$ cat src/logic/asp_map.vh
// Purpose: Constants of the asynchronous serial port: offsets, fields, counts.
// Assumes: APB with 32-bit data, one aligned word for each register.
// Notes:   Included by the port and its testbench; definitions only.
// Operation
// - Each character has start and stop bit; timing restarts per char.
// - Transmitter and receiver run independently and at the same time.
// - Both directions double buffered so characters follow back to back.
// - An idle transmitter holds the line high.
// - Receiver starts a character on a high to low line transition.
// - Order is start low, data LSB or MSB first, optional parity, stop high.
// - Data length is seven or eight bits.
// - Bit order is selectable, LSB first or MSB first.
// - Internal source is peripheral clock divided by 1, 4, 16 or 64.
// - Internal generator clocks the port; may output 16x clock pin.
// - External source bypasses generator; far end gives 16x clock.
// - Internal source reaches 110 up to 1562500 bit/s at 50 MHz.
// - External 12.5 MHz clock reaches up to 781250 bit/s.
// - Receiver detects framing, parity, overrun errors and breaks.
// - Four requests: tx empty, rx full, rx error, tx end.
// - After reset tx empty and tx end flags set, status reads 0x84.
// - Tx irq enable gates tx empty request; tx enable gates sending.
`ifndef ASP_MAP_VH
`define ASP_MAP_VH

// Register byte offsets.
`define ASP_MODE_OFS   8'h00
`define ASP_BRR_OFS    8'h04
`define ASP_CTRL_OFS   8'h08
`define ASP_STAT_OFS   8'h0C
`define ASP_CLR_OFS    8'h10
`define ASP_IEN_OFS    8'h14
`define ASP_TDATA_OFS  8'h18
`define ASP_RDATA_OFS  8'h1C

// Mode fields.
`define ASP_MODE_SEVEN 0
`define ASP_MODE_PAR   1
`define ASP_MODE_ODD   2
`define ASP_MODE_MSB   3
`define ASP_MODE_CKS_L 4
`define ASP_MODE_CKS_H 5

// Control fields.
`define ASP_CTRL_CKE_L 0
`define ASP_CTRL_CKE_H 1
`define ASP_CTRL_RXEN  4
`define ASP_CTRL_TXEN  5
`define ASP_CKE_OUT    2'h1
`define ASP_CKE_EXT    1

// Status, clear and enable fields.
`define ASP_ST_BRK     1
`define ASP_ST_TXC     2
`define ASP_ST_PER     3
`define ASP_ST_FER     4
`define ASP_ST_ORER    5
`define ASP_ST_RDRF    6
`define ASP_ST_TXE     7

// Receive error flags: overrun, framing, parity and break, not tx end.
`define ASP_ERR_MASK   8'h3A

// Reset values.
`define ASP_STAT_RST   8'h84
`define ASP_BRR_RST    8'hFF
`define ASP_ZERO8      8'h00

// Prescaler masks for divide by 1, 4, 16 and 64.
`define ASP_PRE_D1     6'h00
`define ASP_PRE_D4     6'h03
`define ASP_PRE_D16    6'h0F
`define ASP_PRE_D64    6'h3F

// Oversampling counts: sixteen ticks per bit, middle at the eighth.
`define ASP_OVS_LAST   4'hF
`define ASP_OVS_MID    4'h7
`define ASP_IDX_LAST8  3'h7
`define ASP_IDX_LAST7  3'h6
`define ASP_MASK7      8'h7F

`endif

$ cat src/logic/asp_serial_port.v
// Purpose: Asynchronous serial port with APB registers and four requests.
// Assumes: One 40 MHz clock; serial clock pin sampled as a plain input.
// Notes:   APB answers with one wait state; all outputs are registered.
//
// The APB slave port and the address map were left to the implementer.
`timescale 1ns/1ps
`default_nettype none
`include "asp_map.vh"
module asp_serial_port (
  // Clock and reset.
  input  wire        clk,
  input  wire        resetn,
  // APB slave.
  input  wire        psel,
  input  wire        penable,
  input  wire        pwrite,
  input  wire [7:0]  paddr,
  input  wire [31:0] pwdata,
  output reg         pready,
  output reg  [31:0] prdata,
  output reg         pslverr,
  // Serial pins.
  input  wire        rxd,
  output reg         txd,
  input  wire        sck_i,
  output reg         sck_o,
  output reg         sck_oe,
  // Requests.
  output reg         tx_empty_irq,
  output reg         rx_full_irq,
  output reg         rx_error_irq,
  output reg         tx_end_irq,
  output reg         irq
);
  localparam S_IDLE  = 3'h0;
  localparam S_START = 3'h1;
  localparam S_DATA  = 3'h2;
  localparam S_PAR   = 3'h3;
  localparam S_STOP  = 3'h4;

  reg  [7:0] mode_q;
  reg  [7:0] brr_q;
  reg  [7:0] ctrl_q;
  reg  [7:0] stat_q;
  reg  [7:0] stat_d;
  reg  [7:0] ien_q;
  reg  [7:0] tdr_q;
  reg  [7:0] rdr_q;
  reg  [5:0] pre_q;
  reg  [7:0] bcnt_q;
  reg        sck_p_q;
  reg  [2:0] tx_st_q;
  reg  [3:0] tx_sub_q;
  reg  [2:0] tx_idx_q;
  reg  [7:0] tx_sh_q;
  reg  [2:0] rx_st_q;
  reg  [3:0] rx_sub_q;
  reg  [2:0] rx_idx_q;
  reg  [7:0] rx_sh_q;
  reg        rx_par_q;
  reg        rx_p_q;
  reg  [5:0] pre_mask;
  reg  [31:0] rd_word;
  reg        hit;

  wire       rx_s;
  wire       sck_s;
  wire       seven   = mode_q[`ASP_MODE_SEVEN];
  wire       par_en  = mode_q[`ASP_MODE_PAR];
  wire       odd     = mode_q[`ASP_MODE_ODD];
  wire       msb     = mode_q[`ASP_MODE_MSB];
  wire       tx_en   = ctrl_q[`ASP_CTRL_TXEN];
  wire       rx_en   = ctrl_q[`ASP_CTRL_RXEN];
  wire [1:0] cke     = ctrl_q[`ASP_CTRL_CKE_H:`ASP_CTRL_CKE_L];
  wire       ext_clk = cke[`ASP_CKE_EXT];
  wire [2:0] last_ix = seven ? `ASP_IDX_LAST7 : `ASP_IDX_LAST8;
  wire [7:0] dmask   = seven ? `ASP_MASK7 : 8'hFF;

  // Bus handshake: the access is completed on the edge that sees pready.
  wire acc   = psel & penable & pready;
  wire wr    = acc & pwrite;
  wire rd    = acc & ~pwrite;
  wire wr_td = wr & (paddr == `ASP_TDATA_OFS);
  wire wr_cl = wr & (paddr == `ASP_CLR_OFS);
  wire rd_rd = rd & (paddr == `ASP_RDATA_OFS);

  // Pin synchronisers for the receive line and the external clock.
  asp_sync u_rx_sync (
    .clk    (clk),
    .resetn (resetn),
    .pin_i  (rxd),
    .sync_o (rx_s)
  );

  asp_sync u_sck_sync (
    .clk    (clk),
    .resetn (resetn),
    .pin_i  (sck_i),
    .sync_o (sck_s)
  );

  // Prescaler selection of peripheral clock divided by 1, 4, 16 or 64.
  always @* begin
    case (mode_q[`ASP_MODE_CKS_H:`ASP_MODE_CKS_L])
      2'h0:    pre_mask = `ASP_PRE_D1;
      2'h1:    pre_mask = `ASP_PRE_D4;
      2'h2:    pre_mask = `ASP_PRE_D16;
      default: pre_mask = `ASP_PRE_D64;
    endcase
  end

  wire pre_tick  = ((pre_q & pre_mask) == pre_mask);
  wire half_tick = pre_tick & (bcnt_q == brr_q);
  // The generator runs at twice the 16x rate so the clock pin gets a
  // square wave; the 16x tick is taken on its rising half.
  wire int_tick  = half_tick & ~sck_o;
  wire ext_tick  = sck_s & ~sck_p_q;
  wire tick16    = ext_clk ? ext_tick : int_tick;

  // Baud generator. Bit rate is clk / (div * (brr + 1) * 32); external
  // mode caps at a quarter of clk per 16x edge due to the synchroniser.
  always @(posedge clk or negedge resetn) begin
    if (!resetn) begin
      pre_q   <= 6'h00;
      bcnt_q  <= `ASP_ZERO8;
      sck_o   <= 1'b0;
      sck_oe  <= 1'b0;
      sck_p_q <= 1'b1; // Same as the synchroniser, so no false edge.
    end else begin
      pre_q   <= pre_q + 6'h01;
      sck_p_q <= sck_s;
      sck_oe  <= ~ext_clk & (cke == `ASP_CKE_OUT);
      if (pre_tick) begin
        bcnt_q <= half_tick ? `ASP_ZERO8 : bcnt_q + 8'h01;
      end
      if (half_tick) begin
        sck_o <= ~sck_o;
      end
    end
  end

  // Transmit bit selection honours length and bit order.
  wire [2:0] tx_pos = msb ? (last_ix - tx_idx_q) : tx_idx_q;
  wire       tx_par = ^(tx_sh_q & dmask) ^ odd;
  wire       tx_bit_end = tick16 & (tx_sub_q == `ASP_OVS_LAST);
  wire       tx_empty = stat_q[`ASP_ST_TXE];
  // Loading takes the buffer byte and frees the buffer for the next one.
  wire       tx_load = tx_en & ~tx_empty & tick16 &
                       ((tx_st_q == S_IDLE) ||
                        ((tx_st_q == S_STOP) && tx_bit_end));
  wire       tx_done = tx_en & (tx_st_q == S_STOP) & tx_bit_end & tx_empty;

  // Transmitter; independent of the receiver below.
  always @(posedge clk or negedge resetn) begin
    if (!resetn) begin
      tx_st_q  <= S_IDLE;
      tx_sub_q <= 4'h0;
      tx_idx_q <= 3'h0;
      tx_sh_q  <= `ASP_ZERO8;
      txd      <= 1'b1;
    end else if (!tx_en) begin
      tx_st_q  <= S_IDLE;
      txd      <= 1'b1;
    end else if (tx_load) begin
      tx_sh_q  <= tdr_q;
      tx_idx_q <= 3'h0; // A stale index would pick the wrong first bit.
      tx_st_q  <= S_START;
      tx_sub_q <= 4'h0;
      txd      <= 1'b0;
    end else if (tick16) begin
      tx_sub_q <= tx_sub_q + 4'h1;
      if (tx_bit_end) begin
        case (tx_st_q)
          S_START: begin
            tx_st_q  <= S_DATA;
            tx_idx_q <= 3'h0;
            txd      <= tx_sh_q[tx_pos];
          end
          S_DATA: begin
            if (tx_idx_q == last_ix) begin
              tx_st_q <= par_en ? S_PAR : S_STOP;
              txd     <= par_en ? tx_par : 1'b1;
            end else begin
              tx_idx_q <= tx_idx_q + 3'h1;
              txd      <= tx_sh_q[msb ? (last_ix - tx_idx_q - 3'h1)
                                      : (tx_idx_q + 3'h1)];
            end
          end
          S_PAR: begin
            tx_st_q <= S_STOP;
            txd     <= 1'b1;
          end
          S_STOP: begin
            tx_st_q <= S_IDLE;
            txd     <= 1'b1;
          end
          default: begin
            tx_st_q <= S_IDLE;
            txd     <= 1'b1;
          end
        endcase
      end
    end
  end

  // Receiver sampling: start confirmed at mid bit, then every 16 ticks.
  wire       rx_mid  = tick16 & (rx_sub_q == `ASP_OVS_MID);
  wire       rx_smp  = tick16 & (rx_sub_q == `ASP_OVS_LAST);
  wire [2:0] rx_pos  = msb ? (last_ix - rx_idx_q) : rx_idx_q;
  wire       rx_done = rx_en & (rx_st_q == S_STOP) & rx_smp;
  wire       rx_fer  = ~rx_s;
  wire       rx_per  = par_en & (rx_par_q != (^(rx_sh_q & dmask) ^ odd));
  wire       rx_brk  = rx_fer & ((rx_sh_q & dmask) == `ASP_ZERO8) &
                       ~(par_en & rx_par_q);
  wire       rx_ovr  = rx_done & stat_q[`ASP_ST_RDRF];

  // Receiver state machine.
  always @(posedge clk or negedge resetn) begin
    if (!resetn) begin
      rx_st_q  <= S_IDLE;
      rx_sub_q <= 4'h0;
      rx_idx_q <= 3'h0;
      rx_sh_q  <= `ASP_ZERO8;
      rx_par_q <= 1'b0;
      rx_p_q   <= 1'b1;
    end else if (!rx_en) begin
      rx_st_q  <= S_IDLE;
      rx_p_q   <= 1'b1;
    end else if (tick16) begin
      rx_p_q   <= rx_s;
      rx_sub_q <= rx_sub_q + 4'h1;
      case (rx_st_q)
        S_IDLE: begin
          // A level that is already low starts a character only on the first tick after enable.
          if (rx_p_q & ~rx_s) begin
            rx_st_q  <= S_START;
            rx_sub_q <= 4'h1;
            rx_sh_q  <= `ASP_ZERO8;
          end
        end
        S_START: begin
          if (rx_mid) begin
            rx_sub_q <= 4'h0;
            rx_idx_q <= 3'h0;
            rx_st_q  <= rx_s ? S_IDLE : S_DATA;
          end
        end
        S_DATA: begin
          if (rx_smp) begin
            rx_sh_q[rx_pos] <= rx_s;
            rx_idx_q <= rx_idx_q + 3'h1;
            if (rx_idx_q == last_ix) begin
              rx_st_q <= par_en ? S_PAR : S_STOP;
            end
          end
        end
        S_PAR: begin
          if (rx_smp) begin
            rx_par_q <= rx_s;
            rx_st_q  <= S_STOP;
          end
        end
        S_STOP: begin
          if (rx_smp) begin
            rx_st_q <= S_IDLE;
          end
        end
        default: rx_st_q <= S_IDLE;
      endcase
    end
  end

  // Status flags: hardware sets win over software clears in one cycle.
  always @* begin
    stat_d = stat_q;
    if (wr_cl) begin
      stat_d = stat_q & ~pwdata[7:0];
    end
    if (wr_td) begin
      stat_d[`ASP_ST_TXE] = 1'b0;
      stat_d[`ASP_ST_TXC] = 1'b0;
    end
    if (rd_rd) begin
      stat_d[`ASP_ST_RDRF] = 1'b0;
    end
    if (tx_load) begin
      stat_d[`ASP_ST_TXE] = 1'b1;
    end
    if (tx_done) begin
      stat_d[`ASP_ST_TXC] = 1'b1;
    end
    if (rx_done) begin
      if (rx_ovr) begin
        stat_d[`ASP_ST_ORER] = 1'b1;
      end else begin
        stat_d[`ASP_ST_RDRF] = 1'b1;
      end
      if (rx_fer) begin
        stat_d[`ASP_ST_FER] = 1'b1;
      end
      if (rx_per) begin
        stat_d[`ASP_ST_PER] = 1'b1;
      end
      if (rx_brk) begin
        stat_d[`ASP_ST_BRK] = 1'b1;
      end
    end
  end

  // Register writes and the received byte buffer.
  always @(posedge clk or negedge resetn) begin
    if (!resetn) begin
      mode_q <= `ASP_ZERO8;
      brr_q  <= `ASP_BRR_RST;
      ctrl_q <= `ASP_ZERO8;
      ien_q  <= `ASP_ZERO8;
      tdr_q  <= `ASP_ZERO8;
      rdr_q  <= `ASP_ZERO8;
      stat_q <= `ASP_STAT_RST;
    end else begin
      stat_q <= stat_d;
      if (wr && paddr == `ASP_MODE_OFS) mode_q <= pwdata[7:0];
      if (wr && paddr == `ASP_BRR_OFS)  brr_q  <= pwdata[7:0];
      if (wr && paddr == `ASP_CTRL_OFS) ctrl_q <= pwdata[7:0];
      if (wr && paddr == `ASP_IEN_OFS)  ien_q  <= pwdata[7:0];
      if (wr_td) begin
        tdr_q <= pwdata[7:0];
      end
      // An overrun keeps the unread byte; the new one is dropped.
      if (rx_done && !rx_ovr) begin
        rdr_q <= rx_sh_q & dmask;
      end
    end
  end

  // Read multiplexer and address decode.
  always @* begin
    hit     = 1'b1;
    rd_word = 32'h0000_0000;
    case (paddr)
      `ASP_MODE_OFS:  rd_word[7:0] = mode_q;
      `ASP_BRR_OFS:   rd_word[7:0] = brr_q;
      `ASP_CTRL_OFS:  rd_word[7:0] = ctrl_q;
      `ASP_STAT_OFS:  rd_word[7:0] = stat_q;
      `ASP_CLR_OFS:   rd_word[7:0] = `ASP_ZERO8;
      `ASP_IEN_OFS:   rd_word[7:0] = ien_q;
      `ASP_TDATA_OFS: rd_word[7:0] = tdr_q;
      `ASP_RDATA_OFS: rd_word[7:0] = rdr_q;
      default:        hit = 1'b0;
    endcase
  end

  // APB answer: one wait state so read data comes from a flip-flop.
  always @(posedge clk or negedge resetn) begin
    if (!resetn) begin
      pready  <= 1'b0;
      prdata  <= 32'h0000_0000;
      pslverr <= 1'b0;
    end else if (psel && penable && !pready) begin
      pready  <= 1'b1;
      prdata  <= pwrite ? 32'h0000_0000 : rd_word;
      pslverr <= ~hit;
    end else begin
      pready  <= 1'b0;
      pslverr <= 1'b0;
    end
  end

  // Interrupt requests, registered from status and enable.
  always @(posedge clk or negedge resetn) begin
    if (!resetn) begin
      tx_empty_irq <= 1'b0;
      rx_full_irq  <= 1'b0;
      rx_error_irq <= 1'b0;
      tx_end_irq   <= 1'b0;
      irq          <= 1'b0;
    end else begin
      tx_empty_irq <= stat_q[`ASP_ST_TXE] & ien_q[`ASP_ST_TXE];
      rx_full_irq  <= stat_q[`ASP_ST_RDRF] & ien_q[`ASP_ST_RDRF];
      rx_error_irq <= |(stat_q & ien_q & `ASP_ERR_MASK);
      tx_end_irq   <= stat_q[`ASP_ST_TXC] & ien_q[`ASP_ST_TXC];
      irq          <= |(stat_q & ien_q);
    end
  end
endmodule
`default_nettype wire

$ cat src/logic/asp_sync.v
// Purpose: Two-stage synchroniser for one asynchronous pin.
// Assumes: Pin level changes slower than the clock.
// Notes:   Only the second stage leaves this module.
`timescale 1ns/1ps
`default_nettype none
module asp_sync (
  // Clock and reset.
  input  wire clk,
  input  wire resetn,
  // Pin in, synchronised level out.
  input  wire pin_i,
  output wire sync_o
);
  reg meta_q;
  reg sync_q;

  // Both stages reset high, the idle level of every pin that uses this.
  always @(posedge clk or negedge resetn) begin
    if (!resetn) begin
      meta_q <= 1'b1;
      sync_q <= 1'b1;
    end else begin
      meta_q <= pin_i;
      sync_q <= meta_q;
    end
  end

  assign sync_o = sync_q;
endmodule
`default_nettype wire

$ cat config.mk
export PLATFORM = sky130hd
export DESIGN_NAME = asp_serial_port
export DESIGN_NICKNAME = d
export VERILOG_FILES = /design/src/logic/asp_serial_port.v /design/src/logic/asp_sync.v
export VERILOG_INCLUDE_DIRS = /design/src /design/src/logic
export SDC_FILE = /design/constraint.sdc
export NUM_CORES = 1
export LEC_CHECK = 0
export ABC_CLOCK_PERIOD_IN_PS = 4000
export BUFFER_PORTS_ARGS = -buffer_cell sky130_fd_sc_hd__buf_2
export CAP_MARGIN = 0
export CORE_ASPECT_RATIO = 1.25
export CORE_MARGIN = 4
export CORE_UTILIZATION = 25
export DETAILED_ROUTE_END_ITERATION = 10
export PLACE_DENSITY = 0.4
export SLEW_MARGIN = 10
export SYNTH_ARGS = -nofsm -noshare
export SYNTH_HDL_FRONTEND = slang
export SYNTH_SLANG_ARGS = --single-unit
$ cat constraint.sdc
create_clock -name clk -period 4 [get_ports clk]
set_input_delay 0.8 -clock clk [delete_from_list [all_inputs] [get_ports clk]]
set_output_delay 0.8 -clock clk [all_outputs]
set_load 0.05 [all_outputs]
==> results of run 1 <==
-- worst paths after layout --
path	from	to	cells after the start
min	u_sck_sync.meta_q$_DFF_PN1_	u_sck_sync.sync_o$_DFF_PN1_	0
max in group asynchronous	resetn	brr_q[3]$_DFFE_PN1P_	2
max	mode_q[0]$_DFFE_PN0P_	txd$_DFFE_PN1P_	9
min reg2reg	u_sck_sync.meta_q$_DFF_PN1_	u_sck_sync.sync_o$_DFF_PN1_	0
min in group asynchronous	resetn	rdr_q[0]$_DFFE_PN0P_	1
max reg2reg	mode_q[0]$_DFFE_PN0P_	txd$_DFFE_PN1P_	9
-- stage by stage --
| stage | total power, W | util, % | hold slack, ns | setup WS, ns | cells |
|---|---|---|---|---|---|
| after global placement | 0.00192 | 27.2 | 0.349 | 0.978 | 1021 |
| after global routing | 0.00352 | 29.2 | 0.363 | 1.23 | 1054 |
| final | 0.00336 | 29.2 | 0.359 | 1.34 | 1055 |
| after detailed placement | 0.00193 | 27.2 | 0.351 | 0.967 | 1021 |
| after floorplan | 0.00178 | - | 0.345 | 1.44 | 672 |
| after CTS | 0.00341 | 29.1 | 0.361 | 1.34 | 1053 |
-- synth_stat cells (9+ instances only) --
| cell type | instances | share of area [%] |
|---|---|---|
| mux2_2 | 51 | 8.2 |
| a21oi_1 | 22 | 1.6 |
| xnor2_1 | 25 | 3.1 |
| o21ai_0 | 58 | 4.2 |
| nand2_1 | 64 | 3.4 |
| buf_4 | 24 | 2.6 |
| ha_1 | 15 | 2.7 |
| dfrtp_1 | 114 | 41 |
| nor2_1 | 26 | 1.4 |
| dfstp_2 | 17 | 6.4 |
| nor2b_1 | 12 | 1.1 |
| nor3_1 | 9 | 0.64 |
| nand3_1 | 21 | 1.5 |
| inv_1 | 24 | 1.3 |
| mux2i_1 | 11 | 1.6 |
| clkbuf_1 | 12 | 0.64 |
| mux4_2 | 10 | 3.2 |
-- cells by family (layout without fill, tap and decap cells) --
kind of cell / count (synthesis) / after routing / share of synthesized area (%)
compound gates: 139 / 139 / 12.9
xor+xnor: 32 / 32 / 4.21
fa+ha+maj: 15 / 15 / 2.68
buf+inv: 70 / 102 / 5.23
flops: 131 / 131 / 47.2
mux: 72 / 72 / 13.0
other cells: 1 / 25 / 0.0536
simple gates: 189 / 189 / 14.7
-- worst max-delay path: stages, from the launching register on --
cell and delay, ns:
dfrtp_1 0.36, buf_4 0.19, ha_1 0.21, ha_1 0.29, ha_1 0.28, a21oi_1 0.30, mux4_2 0.37, mux2i_1 0.14
a21oi_1 0.10, o32a_1 0.36
-- power groups by stage --
stage / clock (W) / combinational (W) / sequential (W)
after floorplan: 0 / 0.000298 / 0.00148
after global placement: 0 / 0.000461 / 0.00146
after detailed placement: 0 / 0.000470 / 0.00146
after CTS: 0.00150 / 0.000471 / 0.00144
after global routing: 0.00156 / 0.000504 / 0.00145
final: 0.00146 / 0.000463 / 0.00144
-- final cells by class --
type                            instances  area share (%)
Multi-Input combinational cell        471            42.4
Sequential cell                       131            41.0
Clock buffer                           21            5.85
Tap cell                              350            5.44
Timing Repair Buffer                   46            3.13
Inverter                               24            1.12
Clock inverter                         11           0.980
Antenna cell                            1          0.0311
-- layout by cell type, fill, tap and decap left out, types with 6 or more instances in the layout --
master	synthesis	final
nand2_1	64	64
and2_1	6	6
xor2_1	6	6
buf_2	4	39
o21ai_0	58	58
o211ai_1	6	6
clkbuf_16	0	17
nor3_1	9	9
xnor2_1	25	25
a22o_2	8	8
a21oi_1	22	22
mux2_2	51	51
ha_1	15	15
conb_1	1	24
nand3_1	21	21
dfrtp_1	114	114
nor2b_1	12	12
inv_1	24	24
buf_4	24	6
mux4_2	10	10
mux2i_1	11	11
dfstp_2	17	17
a221oi_1	8	8
nor2_1	26	26
-- routing by layer --
metal  GRT usage (%)  wire length, um  vias up
li1                -                -     2388
met1            16.0             8330     2493
met2            22.8            10100       64
met3            2.59              474       18
met4            3.16              235        0
met5               0                0        -
==> impl_metrics.yaml, run 1 <==
placement:
  dpl.hpwl_um: 14300
  globalplace.congestion: 0.807
  dpl_cell_area_mm2: 0.00748
  place.port_buffers: 40
layout:
  sequential_cell_area_mm2: 0.00330
  layout-drive-gt1-share_pct: 25.0
  layout-area-overhead-vs-synth_pct: 15.1
  fillers: 2887
  postLayoutCellArea_mm2: 0.00804
  multiInputGateArea_mm2: 0.00341
  finalNetCount: 753
global_route:
  antenna_violations_before_repair: 0
  grt_pass1_wl_um: 30500
  grt_max_degree: 97
  grt_use_total_pct: 12.9
  number_of_global_route_vias_before_repair: 5148
  globalRoute.totalOverflow: 0
synthesis:
  synth-seq-cells: 131
  synth.lib_cells_used.distinct: 68
  syn-mean-instance-area_um2: 10.8
  yosysWarnings: 0
  postSynth.asyncResetShare_pct: 100
  number_of_enable_type_register_cells_in_the_synthesized_netlist: 0
  synth.cell_area_mm2: 0.00699
  synthFlopType: "dfrtp_1"
  post_synth_inst_count: 649
  synth_sequential_area_ratio_pct: 47.2
sta:
  timing_worst_slew_pin_value_ns: 1.09
  finalCritPeriodShare_pct: 66.4
  hold_violations: 0
  post-route-min-period_ns: 2.66
  max_clock_freq_ghz: 0.377
  report.final.slew_viol_count: 0
  timing.final.setup_violations: 0
  final.setup_skew_ns: 0.00879
  rsz0062_at_grt: "false"
  timing.max_slew.rel_slack_pct: 26.6
  totalNegativeSetupSlack_ns: 0
cts:
  numClockSinks: 131
  cts.clk_slew.worst_paths_ns: 0.06
  cts_tree: "yes"
  cells_resized_by_post_cts_repair: 0
  cts-root-buf: "clkbuf_16"
  clk_latency_ns: 0.43
  cts_inserted_buffers: 17
  cts_setup_buffers: 0
  clock_tree.htree_level_count: 4
  clk_path_buf_depth: 2
  postCtsHoldBufs: 0
detailed_routing:
  first_iter_violations: 289
  route.detailed.drc: 0
  route.antenna.remaining_nets: 0
  routed_wire_length_per_instance_um: 18.1
  routed_vias: 4963
  vias_per_cell: 4.70
  drt-total-wl_um: 19100
  drt_first_pass_iters: 4
power:
  power_frac_comb_pct: 13.8
  seq_power_share_pct: 42.8
  power.ir.vdd_worst_v: 0.000171
  share_of_total_power_consumed_by_net_switching_pct: 30.0
  pwr-share-clk_pct: 43.4
  power_per_cell_area_mw_per_mm2: 418
  power.internal_w: 0.00235
  leakagePower_nw: 3.62
  power.net_switching_w: 0.00101
hold_path:
  holdCritPathClass: "reg2reg"
run:
  max_cap_violations: 0
critical_path:
  crit_type: "reg2reg"
  setup.worst_path.start_class: "flip-flop"
  arrival_ns: 3.01
  crit_fanout: 7
  critical_path_capture_point_type: "flip-flop"
  critical_path_rt_ns: 4.35
  setup.reg_to_reg.worst_slack_ns: 1.34
floorplanning:
  chipWidth_um: 158
  fp.dieArea_mm2: 0.0307
  placement_rows: 68
  floorplan.initialDensity_pct: 25.4
  die_y_um: 195
  fp.coreArea_mm2: 0.0276
  boundaryPins: 89
outcome:
  run_status: "finished, final reports clean"
(Power assumes the default switching activity.)
==> inputs of run 2 (changes only) <==
- ABC_CLOCK_PERIOD_IN_PS: 4000 -> 2260
- PLACE_DENSITY: 0.4 -> 0.41
- clock period: 4 -> 2.26 ns (I/O delays scaled with it)
==> run 2 against run 1 <==
Global-route usage is 0.31 points higher. Clock skew is 0.0020 ns lower. Sequential share of layout area is 3.0 points lower. Wire length is 3.9% higher. Clock power is 110% higher. Utilization is 2.3 points higher. Register-to-register slack worse by 1.3 ns. Worst setup slack worse by 1.3 ns. Critical path depth is 1 lower. Non-clock buffer count is 52 higher. First-iteration DRC count is 18% lower. Critical path type unchanged. Largest cell class unchanged.
==> impl_metrics.yaml, run 2 (same netlist as run 1, synthesis figures left out) <==
outcome:
  run_status: "finished, final reports clean"
critical_path:
  arrival_ns: 2.57
  critical_path_cell_count: 8
  depth_of_the_worst_register_to_register_path: 8
  crit_type: "reg2reg"
  critical_path.slowest_cell: "dfrtp_1"
  rr_endpoint: "txd$_DFFE_PN1P_"
  setup.worst_path.end: "txd$_DFFE_PN1P_"
  critical_path_capture_point_type: "flip-flop"
  critical_path_rt_ns: 2.60
  rr_startpoint: "tx_idx_q[0]$_DFFE_PN0P_"
  critPathBufInv: 0
  setup.reg_to_reg.worst_slack_ns: 0.03
  setup.worst_path.start_class: "flip-flop"
  timing.critical_path.cells: "ha_4 -> ha_4 -> nor2b_1 -> xnor2_1 -> mux2_2 -> a211oi_1 -> a211oi_1 -> o32a_1"
  cp_slowest_stage_delay_ns: 0.41
  crit_fanout: 2
  critical_path.startpoint: "tx_idx_q[0]$_DFFE_PN0P_"
  crit_family: "compound AO/OA/AOI/OAI gates"
global_route:
  grt_pass1_wl_um: 31400
  number_of_global_route_vias_before_repair: 5527
  antenna_violations_before_repair: 0
  globalRoute.totalOverflow: 0
  grt_max_degree: 59
  grt_use_total_pct: 13.2
floorplanning:
  boundaryPins: 89
  fp.dieArea_mm2: 0.0307
  chipWidth_um: 158
  fp.coreArea_mm2: 0.0276
  placement_rows: 68
  floorplan.initialDensity_pct: 25.4
  die_y_um: 195
detailed_routing:
  vias_per_cell: 4.75
  routed_wire_length_per_instance_um: 18.0
  routed_vias: 5257
  drt-total-wl_um: 19900
  drt_first_pass_iters: 5
  first_iter_violations: 236
  route.antenna.remaining_nets: 0
  route.detailed.drc: 0
layout:
  layout-area-overhead-vs-synth_pct: 24.0
  layout_common_cells: "dfrtp_1, nand2_1, o21ai_0, buf_4, mux2_2"
  sequential_cell_area_mm2: 0.00330
  multiInputGateArea_mm2: 0.00350
  fillers: 2859
  most_common_cell_after_layout_fill_and_taps_aside: "dfrtp_1"
  finalNetCount: 805
  inserted_diodes: 0
  layout-drive-gt1-share_pct: 32.0
sta:
  finalCritPeriodShare_pct: 98.6
  rsz0062_at_grt: "true"
  worst_slack_ns: 0.0324
  timing.max_slew.rel_slack_pct: 60.1
  report.final.slew_viol_count: 0
  hold_violations: 0
  timing_worst_slew_pin_value_ns: 0.599
  max_clock_freq_ghz: 0.449
  post-route-min-period_ns: 2.23
  timing.final.setup_violations: 0
  final.setup_skew_ns: 0.00683
placement:
  placement.setup.worst_slack_ns: -0.128
  dpl.hpwl_um: 15200
  globalplace.congestion: 0.826
  place.port_buffers: 40
power:
  leakagePower_nw: 3.94
  power.ir.vdd_worst_v: 0.000412
  power_per_cell_area_mw_per_mm2: 755
  post-layout-total-power_w: 0.00655
cts:
  cts_tree: "yes"
  cts_inserted_buffers: 17
  clk_path_buf_depth: 2
  cts.clk_slew.worst_paths_ns: 0.06
  postCtsHoldBufs: 0
  cts-root-buf: "clkbuf_16"
  clock_tree.htree_level_count: 4
  clk_latency_ns: 0.42
  numClockSinks: 131
run:
  max_cap_violations: 0
hold_path:
  holdCritPathClass: "in2async"
## run 2: report_power, final
part,internal (W),switching [W]
registers,0.00245,0.0000795
clock network,0.00199,0.00108
logic,0.000333,0.000621
## run 2: final cells by class
type	instances	area share, %
clock inverter	13	2.38
inverter	24	1.04
tap	350	5.05
multi-input combinational	471	40.4
sequential	131	38.0
timing repair buffer	98	7.98
clock buffer	19	5.11
## run 2: what timing repair did
action | in CTS | in global routing
pin swaps | 5 | 6
resized for setup | 6 | 14
buffers inserted | 2 | 1
endpoints found under the setup margin | 4 | 14
## run 2: worst min path at each step
stage | start | to | cells past startpoint
floorplan | resetn | bcnt_q[0]$_DFFE_PN0N_ | 0
global placement | u_rx_sync.meta_q$_DFF_PN1_ | u_rx_sync.sync_o$_DFF_PN1_ | 0
detailed placement | u_rx_sync.meta_q$_DFF_PN1_ | u_rx_sync.sync_o$_DFF_PN1_ | 0
CTS | resetn | rx_idx_q[2]$_DFFE_PN0P_ | 1
global route | resetn | rx_sh_q[0]$_DFFE_PN0P_ | 1
finish | resetn | rx_sh_q[4]$_DFFE_PN0P_ | 1
## run 2: layer usage
layer / share of wire (%) / track usage (%)
met2: 52 / 22.8
met1: 42 / 16.4
met5: 0 / 0
met4: 2.5 / 4.53
met3: 2.9 / 2.48
## run 2: metrics by stage
step | std cells | utilization (%) | hold slack (ns) | cell area, um2 | setup TNS (ns)
CTS | 1105 | 31.2 | 0.0397 | 8600 | 0
detailed placement | 1071 | 28.7 | 0.347 | 7910 | -1.87
finish | 1106 | 31.5 | 0.00911 | 8670 | 0
floorplan | 672 | - | 0.156 | 7080 | 0
global route | 1106 | 31.5 | 0.0548 | 8670 | -0.0229
global placement | 1071 | 28.7 | 0.346 | 7910 | -0.647
==> inputs of run 3 (changes only) <==
- ABC_CLOCK_PERIOD_IN_PS: 2260 -> 2040
- CELL_PAD_IN_SITES_DETAIL_PLACEMENT: unset -> 1
- CELL_PAD_IN_SITES_GLOBAL_PLACEMENT: unset -> 1
- PLACE_DENSITY: 0.41 -> 0.49
- clock period: 2.26 -> 2.04 ns (I/O delays scaled with it)
==> run 3 against run 2 <==
The run now ends with setup timing left. First-iteration DRC count is 5.1% lower. Wire length up 7.4%. Die area unchanged. Combinational power increased by 42%. Highest routed layer unchanged.
==> impl_metrics.yaml, run 3 (same netlist as run 1, synthesis figures left out) <==
power:
  power.ir.vdd_worst_v: 0.000481
  leakagePower_nw: 4.25
  power_per_cell_area_mw_per_mm2: 772
cts:
  cts.clk_slew.worst_paths_ns: 0.07
  cts-root-buf: "clkbuf_16"
  clk_path_buf_depth: 2
  cts_inserted_buffers: 17
  numClockSinks: 131
  cts_tree: "yes"
  clock_tree.htree_level_count: 4
  clk_latency_ns: 0.43
detailed_routing:
  first_iter_violations: 224
  routed_vias: 5525
  route.antenna.remaining_nets: 0
  routed_wire_length_per_instance_um: 18.4
  vias_per_cell: 4.75
  drt-total-wl_um: 21400
  drt_first_pass_iters: 4
  route.detailed.drc: 0
critical_path:
  critPathBufInv: 0
  crit_family: "simple AND/OR/NAND/NOR gates"
  setup.reg_to_reg.worst_slack_ns: -0.18
  arrival_ns: 2.56
  timing.critical_path.cells: "xnor2_2 -> and4_4 -> nand4_4 -> a221o_1 -> or4_1 -> a31oi_1"
  crit_type: "reg2reg"
  setup.worst_path.start_class: "flip-flop"
  critical_path_rt_ns: 2.39
  critical_path_capture_point_type: "flip-flop"
  critical_path.slowest_cell: "dfstp_2"
  cp_slowest_stage_delay_ns: 0.60
  crit_fanout: 4
layout:
  finish.utilization_pct: 33.9
  layout-area-overhead-vs-synth_pct: 33.7
  most_common_cell_after_layout_fill_and_taps_aside: "dfrtp_1"
  multiInputGateArea_mm2: 0.00376
  sequential_cell_area_mm2: 0.00330
  layout_common_cells: "dfrtp_1, buf_4, nand2_1"
  layout-drive-gt1-share_pct: 41.5
  fillers: 3108
  fin_cells: 1162
  inserted_diodes: 0
  finalNetCount: 861
placement:
  globalplace.congestion: 0.808
  dpl.hpwl_um: 16400
  place.port_buffers: 40
  total_instance_count_after_detailed_placement: 1120
sta:
  max_clock_freq_ghz: 0.451
  post-route-min-period_ns: 2.22
  report.final.slew_viol_count: 0
  timing.final.setup_violations: 7
  hold_violations: 0
  finalCritPeriodShare_pct: 109
  final.setup_skew_ns: 0.0130
  rsz0062_at_grt: "true"
  worst_slack_ns: -0.178
global_route:
  antenna_violations_before_repair: 0
  grt_pass1_wl_um: 34300
  grt_use_total_pct: 14.4
  number_of_global_route_vias_before_repair: 6166
  globalRoute.totalOverflow: 0
  grt_max_degree: 57
floorplanning:
  fp.coreArea_mm2: 0.0276
  chipWidth_um: 158
  placement_rows: 68
  die_y_um: 195
  floorplan.initialDensity_pct: 25.4
  boundaryPins: 89
  fp.dieArea_mm2: 0.0307
outcome:
  run_status: "finished, violations left"
  violations: "setup timing"
hold_path:
  holdCritPathClass: "in2reg"
run:
  max_cap_violations: 0
[run 3: cell types whose count changed in the layout (fill, tap and decap cells not counted), moves of 10 or more]
cell     before  now
o21ai_2       1   11
o21ai_1       4   26
buf_4        54   98
o21ai_0      54   20
[run 3: through the flow]
stage          total power (W)  worst slack [ns]  instance area [um2]  TNS (ns)  hold WS (ns)
6_report               0.00722            -0.178                 9350    -0.506        0.0718
5_1_grt                0.00755            -0.215                 9350     -2.25        0.0531
4_1_cts                0.00720            -0.160                 9110    -0.434        0.0482
3_5_place_dp           0.00400            -0.255                 8350     -7.67         0.341
3_3_place_gp           0.00397            -0.221                 8350     -6.39         0.332
2_1_floorplan          0.00349           -0.0780                 7140     -1.67         0.112
[run 3: area by class of cell]
class | instances | area share (%)
timing repair buffer | 154 | 12.6
clock buffer | 22 | 5.18
sequential | 131 | 35.3
tap | 350 | 4.69
multi-input combinational | 471 | 40.2
inverter | 24 | 0.964
clock inverter | 10 | 1.06
[run 3: report_power, final]
part	total, W	internal (W)	switching, W
Sequential	0.00280	0.00271	0.0000908
Combinational	0.00136	0.000562	0.000803
Clock	0.00305	0.00182	0.00124
Total	0.00722	0.00509	0.00213
[run 3: final timing paths]
kind | startpoint | endpoint | cells past startpoint
min in group asynchronous | resetn | bcnt_q[2]$_DFFE_PN0N_ | 2
worst max register to register | brr_q[6]$_DFFE_PN1P_ | tx_st_q[0]$_DFFE_PN0P_ | 6
max in group asynchronous | resetn | brr_q[5]$_DFFE_PN1P_ | 3
worst min register to register | u_rx_sync.meta_q$_DFF_PN1_ | u_rx_sync.sync_o$_DFF_PN1_ | 0
worst min-delay path | rxd | u_rx_sync.meta_q$_DFF_PN1_ | 1
worst max-delay path | brr_q[6]$_DFFE_PN1P_ | tx_st_q[0]$_DFFE_PN0P_ | 6
[run 3: timing repair]
action,CTS,global route
hold buffers,1,0
hold endpoints to repair,24,0
gates cloned,1,0
buffers inserted,2,8
endpoints found under the setup margin,40,46
pin swaps,17,24
gates resized for setup,40,61
[run 3: per-layer routing]
layer / wire length (um) / vias up / track usage, % / share of wire [%]
li1: - / 2600 / - / -
met2: 11600 / 86 / 26.4 / 54
met3: 559 / 24 / 2.39 / 2.6
met5: 0 / - / 0 / 0
met1: 8850 / 2815 / 16.9 / 41
met4: 367 / 0 / 4.49 / 1.7
